--- src/core/sacc_pkg.sv ---
// Purpose: Shared constants for the SMM space access control block
// Assumes: 8-bit configuration port, host address bits 31:3 on the host bus
// Notes: Segment A0000h-BFFFFh is 128 Kbytes, so it is matched on address bits 31:17
package sacc_pkg;
  // Register offset in configuration space
  localparam logic [7:0] SMM_SPACE_CONTROL_OFS = 8'h72;
  // Value after reset: base segment 010, everything else clear
  localparam logic [7:0] SMM_SPACE_CONTROL_RST = 8'h02;
  // Field positions
  localparam int OPEN_BIT = 6;
  localparam int CLOSED_BIT = 5;
  localparam int LOCK_BIT = 4;
  localparam int ENABLE_BIT = 3;
  localparam int BASE_LSB = 0;
  localparam int BASE_W = 3;
  // Only legal base code and the segment it selects (address bits 31:17)
  localparam logic [2:0] BASE_SEG_A = 3'h2;
  localparam logic [14:0] SEG_A_TAG = 15'h0005;
  // Where a host cycle goes
  typedef enum logic [1:0] {
    SACC_TO_PCI = 2'b00,
    SACC_TO_DRAM = 2'b01,
    SACC_TO_INVALID = 2'b10
  } sacc_target_t;
endpackage : sacc_pkg

--- src/core/sacc_route.sv ---
// Purpose: Routing decision for one cycle that hits the SMM segment
// Assumes: Control bits come straight from the control register
// Notes: Pure combinational table; the caller registers the result
`timescale 1ns/1ns
module sacc_route (
  // Control bits
  input wire logic enable,
  input wire logic lock,
  input wire logic closed,
  input wire logic open,
  // Cycle attributes
  input wire logic mode_active,
  input wire logic code_fetch,
  // Decision
  output sacc_pkg::sacc_target_t target
);
  // Priority follows the decode table from the top row down
  always_comb begin
    if (!enable) begin
      target = sacc_pkg::SACC_TO_PCI;
    end else if (open && closed && !lock) begin
      target = sacc_pkg::SACC_TO_INVALID; // Software must never program this
    end else if (open && !lock) begin
      target = sacc_pkg::SACC_TO_DRAM;
    end else if (!mode_active) begin
      target = sacc_pkg::SACC_TO_PCI;
    end else if (closed && !code_fetch) begin
      target = sacc_pkg::SACC_TO_PCI;
    end else begin
      target = sacc_pkg::SACC_TO_DRAM;
    end
  end
endmodule : sacc_route

--- src/core/sacc_smm_ctrl.sv ---
// Purpose: SMM space control register and host/PCI cycle routing for segment A
// Assumes: Host bus signals and config port are synchronous to CLK; RSTN is power-on reset
// Notes: Route outputs stand one cycle after the address strobe, for one cycle
`timescale 1ns/1ns
// Notes on behaviour
// - Open, closed and lock act only with enable set; else segment goes PCI.
// - Open set, closed and lock clear route segment to DRAM without mode-active.
// - Closed and mode-active, open clear or locked: data goes to PCI, code fetches go to DRAM.
// - Writing lock forces open to 0; lock and open become read-only.
// - Lock set by normal write; only power-on reset clears it.
// - Enable exposes 128 Kbytes DRAM at A0000h to strobes with mode-active.
// - No remapping; cycles not permitted to DRAM go to PCI, except with open and closed set and lock clear, which route invalid.
// - Routing follows the decode table for every combination.
module sacc_smm_ctrl (
  // Clock and power-on reset
  input wire logic CLK,
  input wire logic RSTN,
  // Configuration port
  input wire logic CFG_WR,
  input wire logic CFG_RD,
  input wire logic [7:0] CFG_ADDR,
  input wire logic [7:0] CFG_WDATA,
  output logic [7:0] CFG_RDATA,
  // Host cycle
  input wire logic HOST_ADDR_STROBE_N,
  input wire logic [31:3] HOST_ADDR,
  input wire logic HOST_CODE_FETCH,
  input wire logic SYSMGMT_ACTIVE_N,
  // Host routing result
  output logic ROUTE_VALID,
  output logic ROUTE_DRAM,
  output logic ROUTE_PCI,
  output logic ROUTE_INVALID,
  // PCI initiator cycle check
  input wire logic PCI_REQ,
  input wire logic [31:3] PCI_ADDR,
  output logic PCI_SMM_BLOCK,
  // Control state for the DRAM path
  output logic SMM_REGION_ENABLE
);
  logic smm_open;
  logic smm_closed;
  logic smm_lock;
  logic smm_region_enable;
  logic [2:0] smm_base_segment;
  logic [7:0] reg_view;
  logic reg_sel;
  logic host_hit;
  logic pci_hit;
  logic next_open;
  sacc_pkg::sacc_target_t target;

  assign reg_sel = CFG_ADDR == sacc_pkg::SMM_SPACE_CONTROL_OFS;
  // A reserved base code disables the segment decode altogether
  assign host_hit = !HOST_ADDR_STROBE_N && smm_base_segment == sacc_pkg::BASE_SEG_A
                    && HOST_ADDR[31:17] == sacc_pkg::SEG_A_TAG;
  assign pci_hit = PCI_REQ && smm_base_segment == sacc_pkg::BASE_SEG_A
                   && PCI_ADDR[31:17] == sacc_pkg::SEG_A_TAG;
  // Register view with reserved bit 7 tied low
  assign reg_view = {1'b0, smm_open, smm_closed, smm_lock, smm_region_enable,
                     smm_base_segment};

  // Open follows writes only while unlocked; a lock write clears it in the same edge
  always_comb begin
    next_open = smm_open;
    if (smm_lock) begin
      next_open = 1'b0;
    end else if (CFG_WR && reg_sel) begin
      next_open = CFG_WDATA[sacc_pkg::OPEN_BIT] && !CFG_WDATA[sacc_pkg::LOCK_BIT];
    end
  end

  // Lock and open: only reset can clear lock, so a locked region stays locked
  always_ff @(posedge CLK) begin
    if (!RSTN) begin
      smm_lock <= 1'b0;
      smm_open <= 1'b0;
    end else begin
      smm_open <= next_open;
      if (CFG_WR && reg_sel && CFG_WDATA[sacc_pkg::LOCK_BIT]) begin
        smm_lock <= 1'b1;
      end
    end
  end

  // Freely writable fields; bit 7 is dropped on the floor
  always_ff @(posedge CLK) begin
    if (!RSTN) begin
      smm_closed <= sacc_pkg::SMM_SPACE_CONTROL_RST[sacc_pkg::CLOSED_BIT];
      smm_region_enable <= sacc_pkg::SMM_SPACE_CONTROL_RST[sacc_pkg::ENABLE_BIT];
      smm_base_segment <= sacc_pkg::SMM_SPACE_CONTROL_RST[2:0];
    end else if (CFG_WR && reg_sel) begin
      smm_closed <= CFG_WDATA[sacc_pkg::CLOSED_BIT];
      smm_region_enable <= CFG_WDATA[sacc_pkg::ENABLE_BIT];
      smm_base_segment <= CFG_WDATA[2:0];
    end
  end

  // Read data is captured the cycle after the read; other offsets read zero
  always_ff @(posedge CLK) begin
    if (!RSTN) begin
      CFG_RDATA <= 8'h00;
    end else if (CFG_RD && reg_sel) begin
      CFG_RDATA <= reg_view;
    end else begin
      CFG_RDATA <= 8'h00;
    end
  end

  // Routing table for the current cycle
  sacc_route u_route (
    .enable(smm_region_enable),
    .lock(smm_lock),
    .closed(smm_closed),
    .open(smm_open),
    .mode_active(!SYSMGMT_ACTIVE_N),
    .code_fetch(HOST_CODE_FETCH),
    .target(target)
  );

  // Host decision, one cycle after the strobe; misses are not ours to route
  always_ff @(posedge CLK) begin
    if (!RSTN) begin
      ROUTE_VALID <= 1'b0;
      ROUTE_DRAM <= 1'b0;
      ROUTE_PCI <= 1'b0;
      ROUTE_INVALID <= 1'b0;
    end else begin
      ROUTE_VALID <= host_hit;
      ROUTE_DRAM <= host_hit && target == sacc_pkg::SACC_TO_DRAM;
      ROUTE_PCI <= host_hit && target == sacc_pkg::SACC_TO_PCI;
      ROUTE_INVALID <= host_hit && target == sacc_pkg::SACC_TO_INVALID;
    end
  end

  // PCI initiators in the segment are kept off SMM DRAM while the region is enabled
  always_ff @(posedge CLK) begin
    if (!RSTN) begin
      PCI_SMM_BLOCK <= 1'b0;
      SMM_REGION_ENABLE <= 1'b0;
    end else begin
      PCI_SMM_BLOCK <= pci_hit && smm_region_enable;
      SMM_REGION_ENABLE <= smm_region_enable;
    end
  end

  a_disabled_pci: assert property (@(posedge CLK) disable iff (!RSTN)
    host_hit && !smm_region_enable |=> ROUTE_PCI && !ROUTE_DRAM)
    else $error("Disabled region routed away from PCI");

  a_open_unlocked: assert property (@(posedge CLK) disable iff (!RSTN)
    host_hit && smm_region_enable && smm_open && !smm_lock && !smm_closed
    |=> ROUTE_DRAM)
    else $error("Open region not routed to DRAM");

  a_closed_data: assert property (@(posedge CLK) disable iff (!RSTN)
    host_hit && smm_region_enable && smm_closed && !SYSMGMT_ACTIVE_N
    && (smm_lock || !smm_open)
    |=> (ROUTE_DRAM == $past(HOST_CODE_FETCH)) && (ROUTE_PCI == !$past(HOST_CODE_FETCH)))
    else $error("Closed region split of code and data wrong");

  a_lock_clears_open: assert property (@(posedge CLK) disable iff (!RSTN)
    CFG_WR && reg_sel && CFG_WDATA[sacc_pkg::LOCK_BIT] |=> smm_lock && !smm_open [*2])
    else $error("Lock write did not force open low");

  a_lock_sticky: assert property (@(posedge CLK) disable iff (!RSTN)
    smm_lock |=> smm_lock)
    else $error("Lock cleared without power-on reset");

  a_active_dram: assert property (@(posedge CLK) disable iff (!RSTN)
    host_hit && smm_region_enable && !SYSMGMT_ACTIVE_N && !smm_closed
    |=> ROUTE_DRAM && ROUTE_VALID)
    else $error("Mode-active access not given DRAM");

  a_inactive_pci: assert property (@(posedge CLK) disable iff (!RSTN)
    host_hit && smm_region_enable && SYSMGMT_ACTIVE_N && (smm_lock || !smm_open)
    |=> ROUTE_PCI)
    else $error("Inactive access not sent to PCI");

  a_one_target: assert property (@(posedge CLK) disable iff (!RSTN)
    ROUTE_VALID |-> $onehot({ROUTE_DRAM, ROUTE_PCI, ROUTE_INVALID}))
    else $error("Routed cycle lacks exactly one target");

  a_pci_blocked: assert property (@(posedge CLK) disable iff (!RSTN)
    pci_hit && smm_region_enable |=> PCI_SMM_BLOCK)
    else $error("PCI initiator not blocked from SMM space");

  a_reserved_zero: assert property (@(posedge CLK) disable iff (!RSTN)
    CFG_RD && reg_sel |=> !CFG_RDATA[7] && CFG_RDATA[2:0] == $past(smm_base_segment))
    else $error("Read data for control register wrong");

  // Open can never be seen set while the region is locked
  a_locked_open_low: assert property (@(posedge CLK) disable iff (!RSTN)
    smm_lock |-> !smm_open)
    else $error("Open bit set while locked");

  // A strobe outside the segment must leave every route output quiet
  a_miss_quiet: assert property (@(posedge CLK) disable iff (!RSTN)
    !host_hit |=> !ROUTE_VALID && !ROUTE_DRAM && !ROUTE_PCI && !ROUTE_INVALID)
    else $error("Route output without a segment hit");

  a_locked_active: assert property (@(posedge CLK) disable iff (!RSTN)
    host_hit && smm_region_enable && smm_lock && !smm_closed && !SYSMGMT_ACTIVE_N
    |=> ROUTE_DRAM && ROUTE_VALID)
    else $error("Locked mode-active access not given DRAM");

  a_pci_quiet: assert property (@(posedge CLK) disable iff (!RSTN)
    !pci_hit |=> !PCI_SMM_BLOCK)
    else $error("PCI block raised without a segment access");

  a_rdata_idle: assert property (@(posedge CLK) disable iff (!RSTN)
    !(CFG_RD && reg_sel) |=> CFG_RDATA == 8'h00)
    else $error("Read data not zero outside a register read");

  // No disable here: the point is to look at the state that reset leaves behind
  a_reset_state: assert property (@(posedge CLK)
    !RSTN |=> !smm_lock && !smm_open && !smm_closed && !smm_region_enable
    && smm_base_segment == sacc_pkg::SMM_SPACE_CONTROL_RST[2:0] && CFG_RDATA == 8'h00)
    else $error("Register state after reset wrong");
endmodule : sacc_smm_ctrl

--- config.mk ---
export PLATFORM = sky130hd
export DESIGN_NAME = sacc_smm_ctrl
export DESIGN_NICKNAME = d
export VERILOG_FILES = /design/src/core/sacc_pkg.sv /design/src/core/sacc_route.sv /design/src/core/sacc_smm_ctrl.sv
export SDC_FILE = /design/constraint.sdc
export NUM_CORES = 1
export LEC_CHECK = 0
export ABC_AREA = 0
export BUFFER_PORTS_ARGS = -buffer_cell sky130_fd_sc_hd__buf_4
export CAP_MARGIN = 10
export CELL_PAD_IN_SITES_DETAIL_PLACEMENT = 1
export CELL_PAD_IN_SITES_GLOBAL_PLACEMENT = 2
export CORE_ASPECT_RATIO = 2
export CORE_MARGIN = 2
export CORE_UTILIZATION = 14
export CTS_BUF_LIST = sky130_fd_sc_hd__clkbuf_16
export CTS_CLUSTER_DIAMETER = 60
export CTS_CLUSTER_SIZE = 30
export DETAILED_ROUTE_END_ITERATION = 7
export PLACE_DENSITY = 0.73
export REMOVE_ABC_BUFFERS = 1
export SYNTH_ARGS = -nofsm -noshare
export SYNTH_HDL_FRONTEND = slang
export SYNTH_SLANG_ARGS = --single-unit
--- constraint.sdc ---
create_clock -name CLK -period 1.5 [get_ports CLK]
set_input_delay 0.075 -clock CLK [delete_from_list [all_inputs] [get_ports CLK]]
set_output_delay 0.075 -clock CLK [all_outputs]
set_load 0.1 [all_outputs]
==> flow_summary.toml, run 1 <==
[yosys]
synth_top_flop_cell = "dfxtp_1"
synth_area_per_cell_um2 = 8.77
synth.yosys.seq_area_share_pct = 51.3
async_flop_share_pct = 0
synth_edf_count = 0
yosysTopAreaCell = "dfxtp_1"
synth_cell_types = 24
netlist_instances = 89
synth-warning-count = 0
synth_commonest_cells = "20 x dfxtp_1, 12 x nand2_1, 12 x nor2_1"
synth.area.top_cells = "dfxtp_1 51%, nand2_1 5.8%, nor2_1 5.8%"
yosys.cell_count.top_type = "dfxtp_1"
ys_ff_latch = 20
yosys.area.top_type_share_pct = 51.3
synth_area_um2 = 781

[setup_path]
cp.required_ps = 1680
cp.buffers_inverters = 1
critPathArrivalTime_ps = 1460
crit_family = "simple AND/OR/NAND/NOR gates"
cp-end-kind = "flop"
crit_path_start_kind = "flop"
path_class = "flop to flop"
critical_path.cell_chain = "nor3b_2 -> buf_4 -> nand3_1 -> nor3_2 -> nor3b_1"
slowest_stage = "dfxtp_1"
cp_max_fo = 4
max_stage_delay_ps = 350

[power_and_ir_drop]
p_sw_mw = 0.243
power.share.clock_pct = 52.1
p_seq_share_pct = 38.0
p_int_mw = 1.15
swShare_pct = 17.4
finalPower_mw = 1.40
p_leak_nw = 0.674
powerDensity_nw_per_um2 = 963
combPwrFrac_pct = 9.9
ir_drop_uv = 455

[timing]
fmax_mhz = 778
rsz0062_at_grt = "false"
final_max_slew_viol_count = 0
fin_ws_ps = 214
period_needed_ps = 1290
finClkSkew_ps = 4.26
setup-violations-final = 0
finalCritPeriodShare_pct = 85.7
fin_hold_ws_ps = 46.1
finalHoldViolations = 0

[clock_tree]
clock-sinks = 20
clk_pin_slew_ps = 60
cts_made_buffers = 3
htree_levels = 1
cts_hold_buf = 0
clockBufferDepth = 2
clock_latency_ps = 250
post_cts_buffers = 0
cts_tree = "yes"
cts_root_buf = "clkbuf_16"

[global_route]
first_global_vias = 928
grt_pass1_wl_mm = 4.00
antenna_found_initial = 0
grt-ovfl-total = 0
grt_max_degree = 16
grt_use_total_pct = 8.42

[place]
pre_cts_slack_ps = -72.7
portBuffers = 65
place.gp.congestion = 0.632
place_inst = 213
dp_hpwl_mm = 2.11

[detailed_routing]
wirelength_mm = 2.49
firstDrtPassIters = 3
wl_per_cell_um = 11.5
avgViaCountPerCell = 4.02
drt_iter0_drc = 5
drc = 0
num_vias = 872
ant_nets = 0

[final_layout]
fin_cells = 217
diodes = 0
drive_gt1_share_pct = 50.3
nets = 240
final_core_util_pct = 26.8
area_growth_syn_to_layout_pct = 85.9

[job]
drv_cap = 0

[floorplanning]
io_pins = 96
initial_core_util_pct = 14.4
rows = 38
die_h_um = 110
dieArea_um2 = 6230
die_w_um = 56.8
core_area_um2 = 5420

[run_status]
outcome = "completed"

[min_path]
hold_path_class = "input pin to flop"
-- metal layers --
metal / wire (µm) / vias up / track usage [%]
met5: 0 / - / 0
met4: 36 / 0 / 3.82
met3: 181 / 4 / 2.47
met2: 1450 / 34 / 16.7
met1: 824 / 396 / 7.56
li1: - / 438 / -
-- placed cells by master (no fill, tap or decap) --
master	count
clkbuf_16	3
a21oi_1	1
dfxtp_1	20
nand2_1	12
nor3_2	1
nand3b_1	1
or4b_2	1
or4b_4	1
nand4_1	1
nand4bb_1	1
nor3b_1	1
conb_1	1
and2_1	1
o21ai_0	3
mux2i_1	1
nand3_1	2
nor3_1	2
nor2_1	12
a31o_2	4
buf_4	67
nor3b_2	1
inv_1	9
nor4_1	5
and3_1	2
nor4b_1	3
bufinv_16	1
-- kinds of logic after synthesis --
family,count (synthesis),synth area share (%)
other cells,1,0.480
mux,1,1.28
buf+inv,12,7.21
flops,20,51.3
simple gates,47,32.7
compound gates,8,7.05
-- power by group through the flow --
stage | registers [mW] | clock network [mW] | logic (mW)
CTS | 0.532 | 0.743 | 0.140
floorplan | 0.544 | 0 | 0.0267
detailed placement | 0.543 | 0 | 0.140
global route | 0.531 | 0.774 | 0.149
global placement | 0.543 | 0 | 0.137
finish | 0.532 | 0.729 | 0.138
-- sequential cells by signal, summed over array words and instances, names as in the netlist --
signal             cells
ROUTE_DRAM             1
ROUTE_INVALID          1
smm_base_segment       3
PCI_SMM_BLOCK          1
smm_region_enable      1
ROUTE_PCI              1
ROUTE_VALID            1
smm_open               1
smm_closed             1
SMM_REGION_ENABLE      1
smm_lock               1
CFG_RDATA              7
-- timing repair --
| action | 4_1_cts | 5_1_grt |
|---|---|---|
| endpoints found under the setup margin | 3 | 2 |
| gates resized for setup | 1 | 1 |
| pin swaps | 0 | 0 |
-- final cells by class --
class	instances	area [µm²]
clock buffer	3	75.1
clock inverter	1	30.0
fill	674	3970
inverter	9	33.8
multi-input combinational	57	334
sequential	20	400
tap	60	75.1
timing repair buffer	67	503
-- stage by stage --
stage	TNS [ps]	area [µm²]
global route	0	1450
global placement	-75.5	1340
floorplan	0	758
detailed placement	-169	1340
finish	0	1450
CTS	0	1450
-- worst min-delay path, delay by kind of cell --
kind / cells / cell delay (ps)
buf+inv: 1 / 80
simple gates: 1 / 60
mux: 1 / 50
-- path summary, 6_finish.rpt --
check / start / end / slack, ps / depth (start not counted)
max: smm_base_segment[1]$_SDFFE_PN1P_ / ROUTE_DRAM$_SDFF_PN0_ / 210 / 5
min: CFG_WDATA[1] / smm_base_segment[1]$_SDFFE_PN1P_ / 50 / 3
max reg2reg: smm_base_segment[1]$_SDFFE_PN1P_ / ROUTE_DRAM$_SDFF_PN0_ / 210 / 5
min reg2reg: smm_base_segment[1]$_SDFFE_PN1P_ / CFG_RDATA[1]$_SDFF_PN0_ / 450 / 2
Power figures use the tool's default switching activity.
==> run 2, diff against run 1 <==
--- a/config.mk
+++ b/config.mk
@@ -19,5 +19,5 @@
 export DETAILED_ROUTE_END_ITERATION = 7
 export PLACE_DENSITY = 0.73
-export REMOVE_ABC_BUFFERS = 1
+export SETUP_SLACK_MARGIN = 0.4
 export SYNTH_ARGS = -nofsm -noshare
 export SYNTH_HDL_FRONTEND = slang
==> constraint.sdc (replaced) <==
create_clock -name CLK -period 1.5 [get_ports CLK]
set_input_delay 0.15 -clock CLK [delete_from_list [all_inputs] [get_ports CLK]]
set_output_delay 0.15 -clock CLK [all_outputs]
set_load 0.1 [all_outputs]
==> run 2 against run 1 <==
Against the previous run:
- via count grew 2.3%
- clock power about the same
- setup slack better by 60 ps
- global-route usage shrank 0.17 points
- clock skew decreased by 2.2 ps
- final cell count up 1.8%
- critical path depth stayed put
- combinational power is 9% higher
- core utilization grew 2.0 points
- clock-buffer cell count did not move
- largest power group unchanged
==> flow_summary.toml, run 2 (synthesis gave the netlist of run 1 again) <==
[timing]
setup-violations-final = 0
fmax_mhz = 816
final_max_slew_viol_count = 0
finClkSkew_ps = 2.09
period_needed_ps = 1230
rsz0062_at_grt = "true"
finalCritPeriodShare_pct = 81.7
finalHoldViolations = 0

[clock_tree]
cts_hold_buf = 0
clockBufferDepth = 2
clk_pin_slew_ps = 50
cts_root_buf = "clkbuf_16"
cts_made_buffers = 3
htree_levels = 1
clock_latency_ps = 250
cts_tree = "yes"
clock-sinks = 20

[setup_path]
cp.buffers_inverters = 1
reg2reg_slack_ps = 390
slowest_stage = "or4b_4"
path_class = "input pin to flop"
cp_max_fo = 5
critical_path.cell_chain = "buf_6 -> nand4bb_4 -> or4b_4 -> nor4_2 -> a31o_2"
critPathArrivalTime_ps = 1420
crit_path_start_kind = "input pin"
cp-end-kind = "flop"
crit_family = "simple AND/OR/NAND/NOR gates"
max_stage_delay_ps = 590
cp.required_ps = 1700

[global_route]
antenna_found_initial = 0
first_global_vias = 906
use_met2_pct = 16.5
grt_use_total_pct = 8.25
use_met1_pct = 7.77
gr-usage-met3_pct = 2.12
busiest_layer = "met2"
grt_max_degree = 16
grt-ovfl-total = 0
grt_pass1_wl_mm = 3.87

[place]
place.gp.congestion = 0.628
place_inst = 213
portBuffers = 65
dp_hpwl_mm = 2.16
placed_cell_area_um2 = 1340

[detailed_routing]
num_vias = 892
firstDrtPassIters = 2
wirelength_mm = 2.67
wl_per_cell_um = 12.1
ant_nets = 0
drc = 0
avgViaCountPerCell = 4.04
drt_iter0_drc = 9

[floorplanning]
initial_core_util_pct = 14.4
dieArea_um2 = 6230
die_h_um = 110
rows = 38
core_area_um2 = 5420
die_w_um = 56.8
io_pins = 96

[final_layout]
final_cell_mix = "68 x buf_4, 17 x dfxtp_1, 11 x nor2_1, 11 x nand2_1, 9 x inv_1"
design_area_um2 = 1560
top_regs = "CFG_RDATA: 7 flops, smm_base_segment: 3 flops"
area_growth_syn_to_layout_pct = 99.7
final_core_util_pct = 28.8
final_common_cell = "buf_4"
nets = 244
fillers = 675
drive_gt1_share_pct = 57.8
largest_register_ffs = 7
diodes = 0
largest-register = "CFG_RDATA"
fin_cells = 221

[yosys]
synth_nets = 171

[min_path]
hold_path_class = "input pin to flop"

[power_and_ir_drop]
ir_drop_uv = 541
p_leak_nw = 0.717
powerDensity_nw_per_um2 = 904

[run_status]
outcome = "completed"

[job]
drv_cap = 0
-- run 2: changes by cell type in the layout (fill, tap and decap cells not counted), moves of 2 or more --
cell | before | now
o21ai_0 | 3 | 1
dfxtp_2 | 0 | 3
buf_6 | 0 | 2
dfxtp_1 | 20 | 17
-- run 2: power by group --
part	total, mW	switching, mW	internal, mW
combinational	0.151	0.0516	0.0995
clock	0.726	0.197	0.529
sequential	0.532	0.000197	0.531
-- run 2: per-layer routing --
| metal | routed length, µm | up-vias | share of wire, % |
|---|---|---|---|
| met5 | 0 | - | 0 |
| met3 | 129 | 5 | 4.8 |
| li1 | - | 449 | - |
| met4 | 35 | 0 | 1.3 |
| met1 | 859 | 407 | 32 |
| met2 | 1650 | 31 | 62 |
-- run 2: worst paths after layout --
kind	start	end	cells after the start
max	CFG_ADDR[0]	smm_open$_SDFFE_PP0P_	5
min	CFG_WDATA[1]	smm_base_segment[1]$_SDFFE_PN1P_	3
max reg2reg	smm_base_segment[0]$_SDFFE_PN0P_	ROUTE_DRAM$_SDFF_PN0_	5
min reg2reg	smm_base_segment[2]$_SDFFE_PN0P_	CFG_RDATA[2]$_SDFF_PN0_	2
-- run 2: timing repair --
action                                  CTS  global route
pin swaps                                 6             2
cloned                                    1             0
gates resized for setup                  16             3
hold endpoints to repair                  0             0
endpoints found under the setup margin   11            16
setup buffers                             2             1
-- run 2: cell type report --
class / count / area [µm²] / area share (%)
clock buffer: 3 / 75.1 / 4.82
clock inverter: 1 / 30.0 / 1.93
inverter: 9 / 33.8 / 2.17
multi-input combinational: 58 / 408 / 26.2
sequential: 20 / 404 / 25.9
tap: 60 / 75.1 / 4.82
timing repair buffer: 70 / 533 / 34.2
-- run 2: worst min-delay path, cell delays in order --
cell and delay [ps]:
buf_4 80, mux2i_1 50, nand2_1 60
-- run 2: through the flow --
step / setup slack, ps / TNS (ps) / hold WS [ps] / power [mW]
6_report: 274 / 0 / 120 / 1.41
5_1_grt: 262 / 0 / 144 / 1.47
4_1_cts: 262 / 0 / 122 / 1.43
3_5_place_dp: -61.5 / -145 / 380 / 0.683
3_3_place_gp: -86.5 / -148 / 370 / 0.680
2_1_floorplan: 140 / 0 / 275 / 0.576
==> run 3, diff against run 2 <==
clock period = 1.3 ns   (was 1.5 ns; I/O delays follow)
==> run 3 against run 2 <==
Against the previous run:
- setup slack worse by 200 ps
- critical path depth unchanged
- largest cell class unchanged
- largest power group unchanged
- sequential power increased by 15%
- total power is 16% higher
- sequential cell count unchanged
- global-route usage is 0.92 points higher
- core utilization is 5.0 points higher
- clock-buffer cell count unchanged
- first-iteration DRC count is 78% lower
- design area grew 17%
==> flow_summary.toml, run 3 (synthesis gave the netlist of run 1 again) <==
[setup_path]
critPathArrivalTime_ps = 1430
cp.required_ps = 1500
crit_path_start_kind = "input pin"
r2r-end = "ROUTE_DRAM$_SDFF_PN0_"
path_class = "input pin to flop"
reg2reg_slack_ps = 160
cp_max_fo = 5
r2r_start = "smm_base_segment[0]$_SDFFE_PN0P_"
cp-end-kind = "flop"
ff2ff_path_depth = 4

[clock_tree]
cts_root_buf = "clkbuf_16"
clk_pin_slew_ps = 60
clock-sinks = 20
cts_made_buffers = 3
htree_levels = 1
clockBufferDepth = 2
cts_tree = "yes"
cts_hold_buf = 0
clock_latency_ps = 250

[global_route]
first_global_vias = 969
grt_max_degree = 16
grt-ovfl-total = 0
antenna_found_initial = 0
grt_pass1_wl_mm = 4.20
grt_use_total_pct = 9.17

[floorplanning]
dieArea_um2 = 6230
io_pins = 96
core_area_um2 = 5420
rows = 38
initial_core_util_pct = 14.4
die_h_um = 110
die_w_um = 56.8

[detailed_routing]
wirelength_mm = 2.71
ant_nets = 0
dr_wl_met3_um = 215
drc = 0
top_layer = "met4"
wl_met1_um = 891
avgViaCountPerCell = 4.19
num_vias = 934
firstDrtPassIters = 3
wl_met2_mm = 1.57
wl_per_cell_um = 12.2
drt_iter0_drc = 2

[timing]
fmax_mhz = 814
fin_hold_ws_ps = 92.8
finalHoldViolations = 0
finalCritPeriodShare_pct = 94.5
period_needed_ps = 1230
finClkSkew_ps = 1.79
setup_tns_ps = 0
rsz0062_at_grt = "true"
setup-violations-final = 0
final_max_slew_viol_count = 0

[final_layout]
diodes = 0
final_common_cell = "buf_4"
largest_register_ffs = 7
final_cell_mix = "55 x buf_4, 15 x dfxtp_2, 13 x buf_12"
largest-register = "CFG_RDATA"
drive_gt1_share_pct = 70.6
top_regs = "CFG_RDATA: 7 flops, smm_base_segment: 3 flops"
area_growth_syn_to_layout_pct = 134
nets = 246

[run_status]
outcome = "completed"

[yosys]
synth_nets = 171

[place]
portBuffers = 65
dp_hpwl_mm = 2.10
place.gp.congestion = 0.696

[min_path]
whs_path_depth = 3
hold_path_end = "smm_base_segment[1]$_SDFFE_PN1P_"
hold_path_class = "input pin to flop"
hold_path.startpoint = "CFG_WDATA[1]"

[power_and_ir_drop]
finalPower_mw = 1.64
ir_drop_uv = 569
powerDensity_nw_per_um2 = 896
p_leak_nw = 0.779

[job]
drv_cap = 0
[run 3: changes by cell type in the layout (fill, tap and decap cells not counted), moves of 4 or more]
cell,previous run,this run
nor2_1,11,6
buf_4,68,55
dfxtp_2,3,15
dfxtp_1,17,5
buf_12,0,13
nor2_4,1,5
[run 3: layout make-up]
type	count	area (µm²)
Fill cell	646	3590
Timing Repair Buffer	72	718
Multi-Input combinational cell	58	477
Sequential cell	20	419
Clock buffer	3	75.1
Tap cell	60	75.1
Inverter	9	33.8
Clock inverter	1	30.0
[run 3: metrics by stage]
stage / cells / cell area [µm²] / setup WS, ps / utilization [%]
floorplan: 89 / 816 / -40.3 / -
global placement: 214 / 1380 / -194 / 25.4
detailed placement: 214 / 1380 / -223 / 25.4
CTS: 221 / 1740 / 84.5 / 32.1
global route: 223 / 1830 / 25.5 / 33.7
finish: 223 / 1830 / 71.5 / 33.7
[run 3: timing repair]
item / CTS / global route
pin swaps: 7 / 9
buffers inserted: 2 / 2
endpoints found under the setup margin: 32 / 31
gates cloned: 1 / 0
resized for setup: 53 / 18
[run 3: how the worst max path moves through the flow]
stage	start	end
finish	CFG_ADDR[0]	smm_open$_SDFFE_PP0P_
global route	smm_base_segment[0]$_SDFFE_PN0P_	ROUTE_DRAM$_SDFF_PN0_
CTS	CFG_ADDR[0]	smm_open$_SDFFE_PP0P_
detailed placement	CFG_ADDR[0]	smm_open$_SDFFE_PP0P_
global placement	CFG_ADDR[0]	smm_open$_SDFFE_PP0P_
floorplan	CFG_ADDR[0]	smm_open$_SDFFE_PP0P_
[run 3: per-layer routing]
| layer | vias to the layer above | global-route usage, % |
|---|---|---|
| met2 | 60 | 17.4 |
| li1 | 456 | - |
| met3 | 4 | 2.24 |
| met1 | 414 | 9.23 |
| met5 | - | 0 |
| met4 | 0 | 3.99 |
[run 3: worst max-delay path: stages]
cell and delay [ps]:
buf_6 90, nand4bb_4 240, or4b_4 600, nor4_4 230
a31o_2 130
[run 3: report_power, final]
part	internal (mW)	switching [mW]
logic	0.117	0.0676
registers	0.613	0.000302
clock network	0.611	0.229
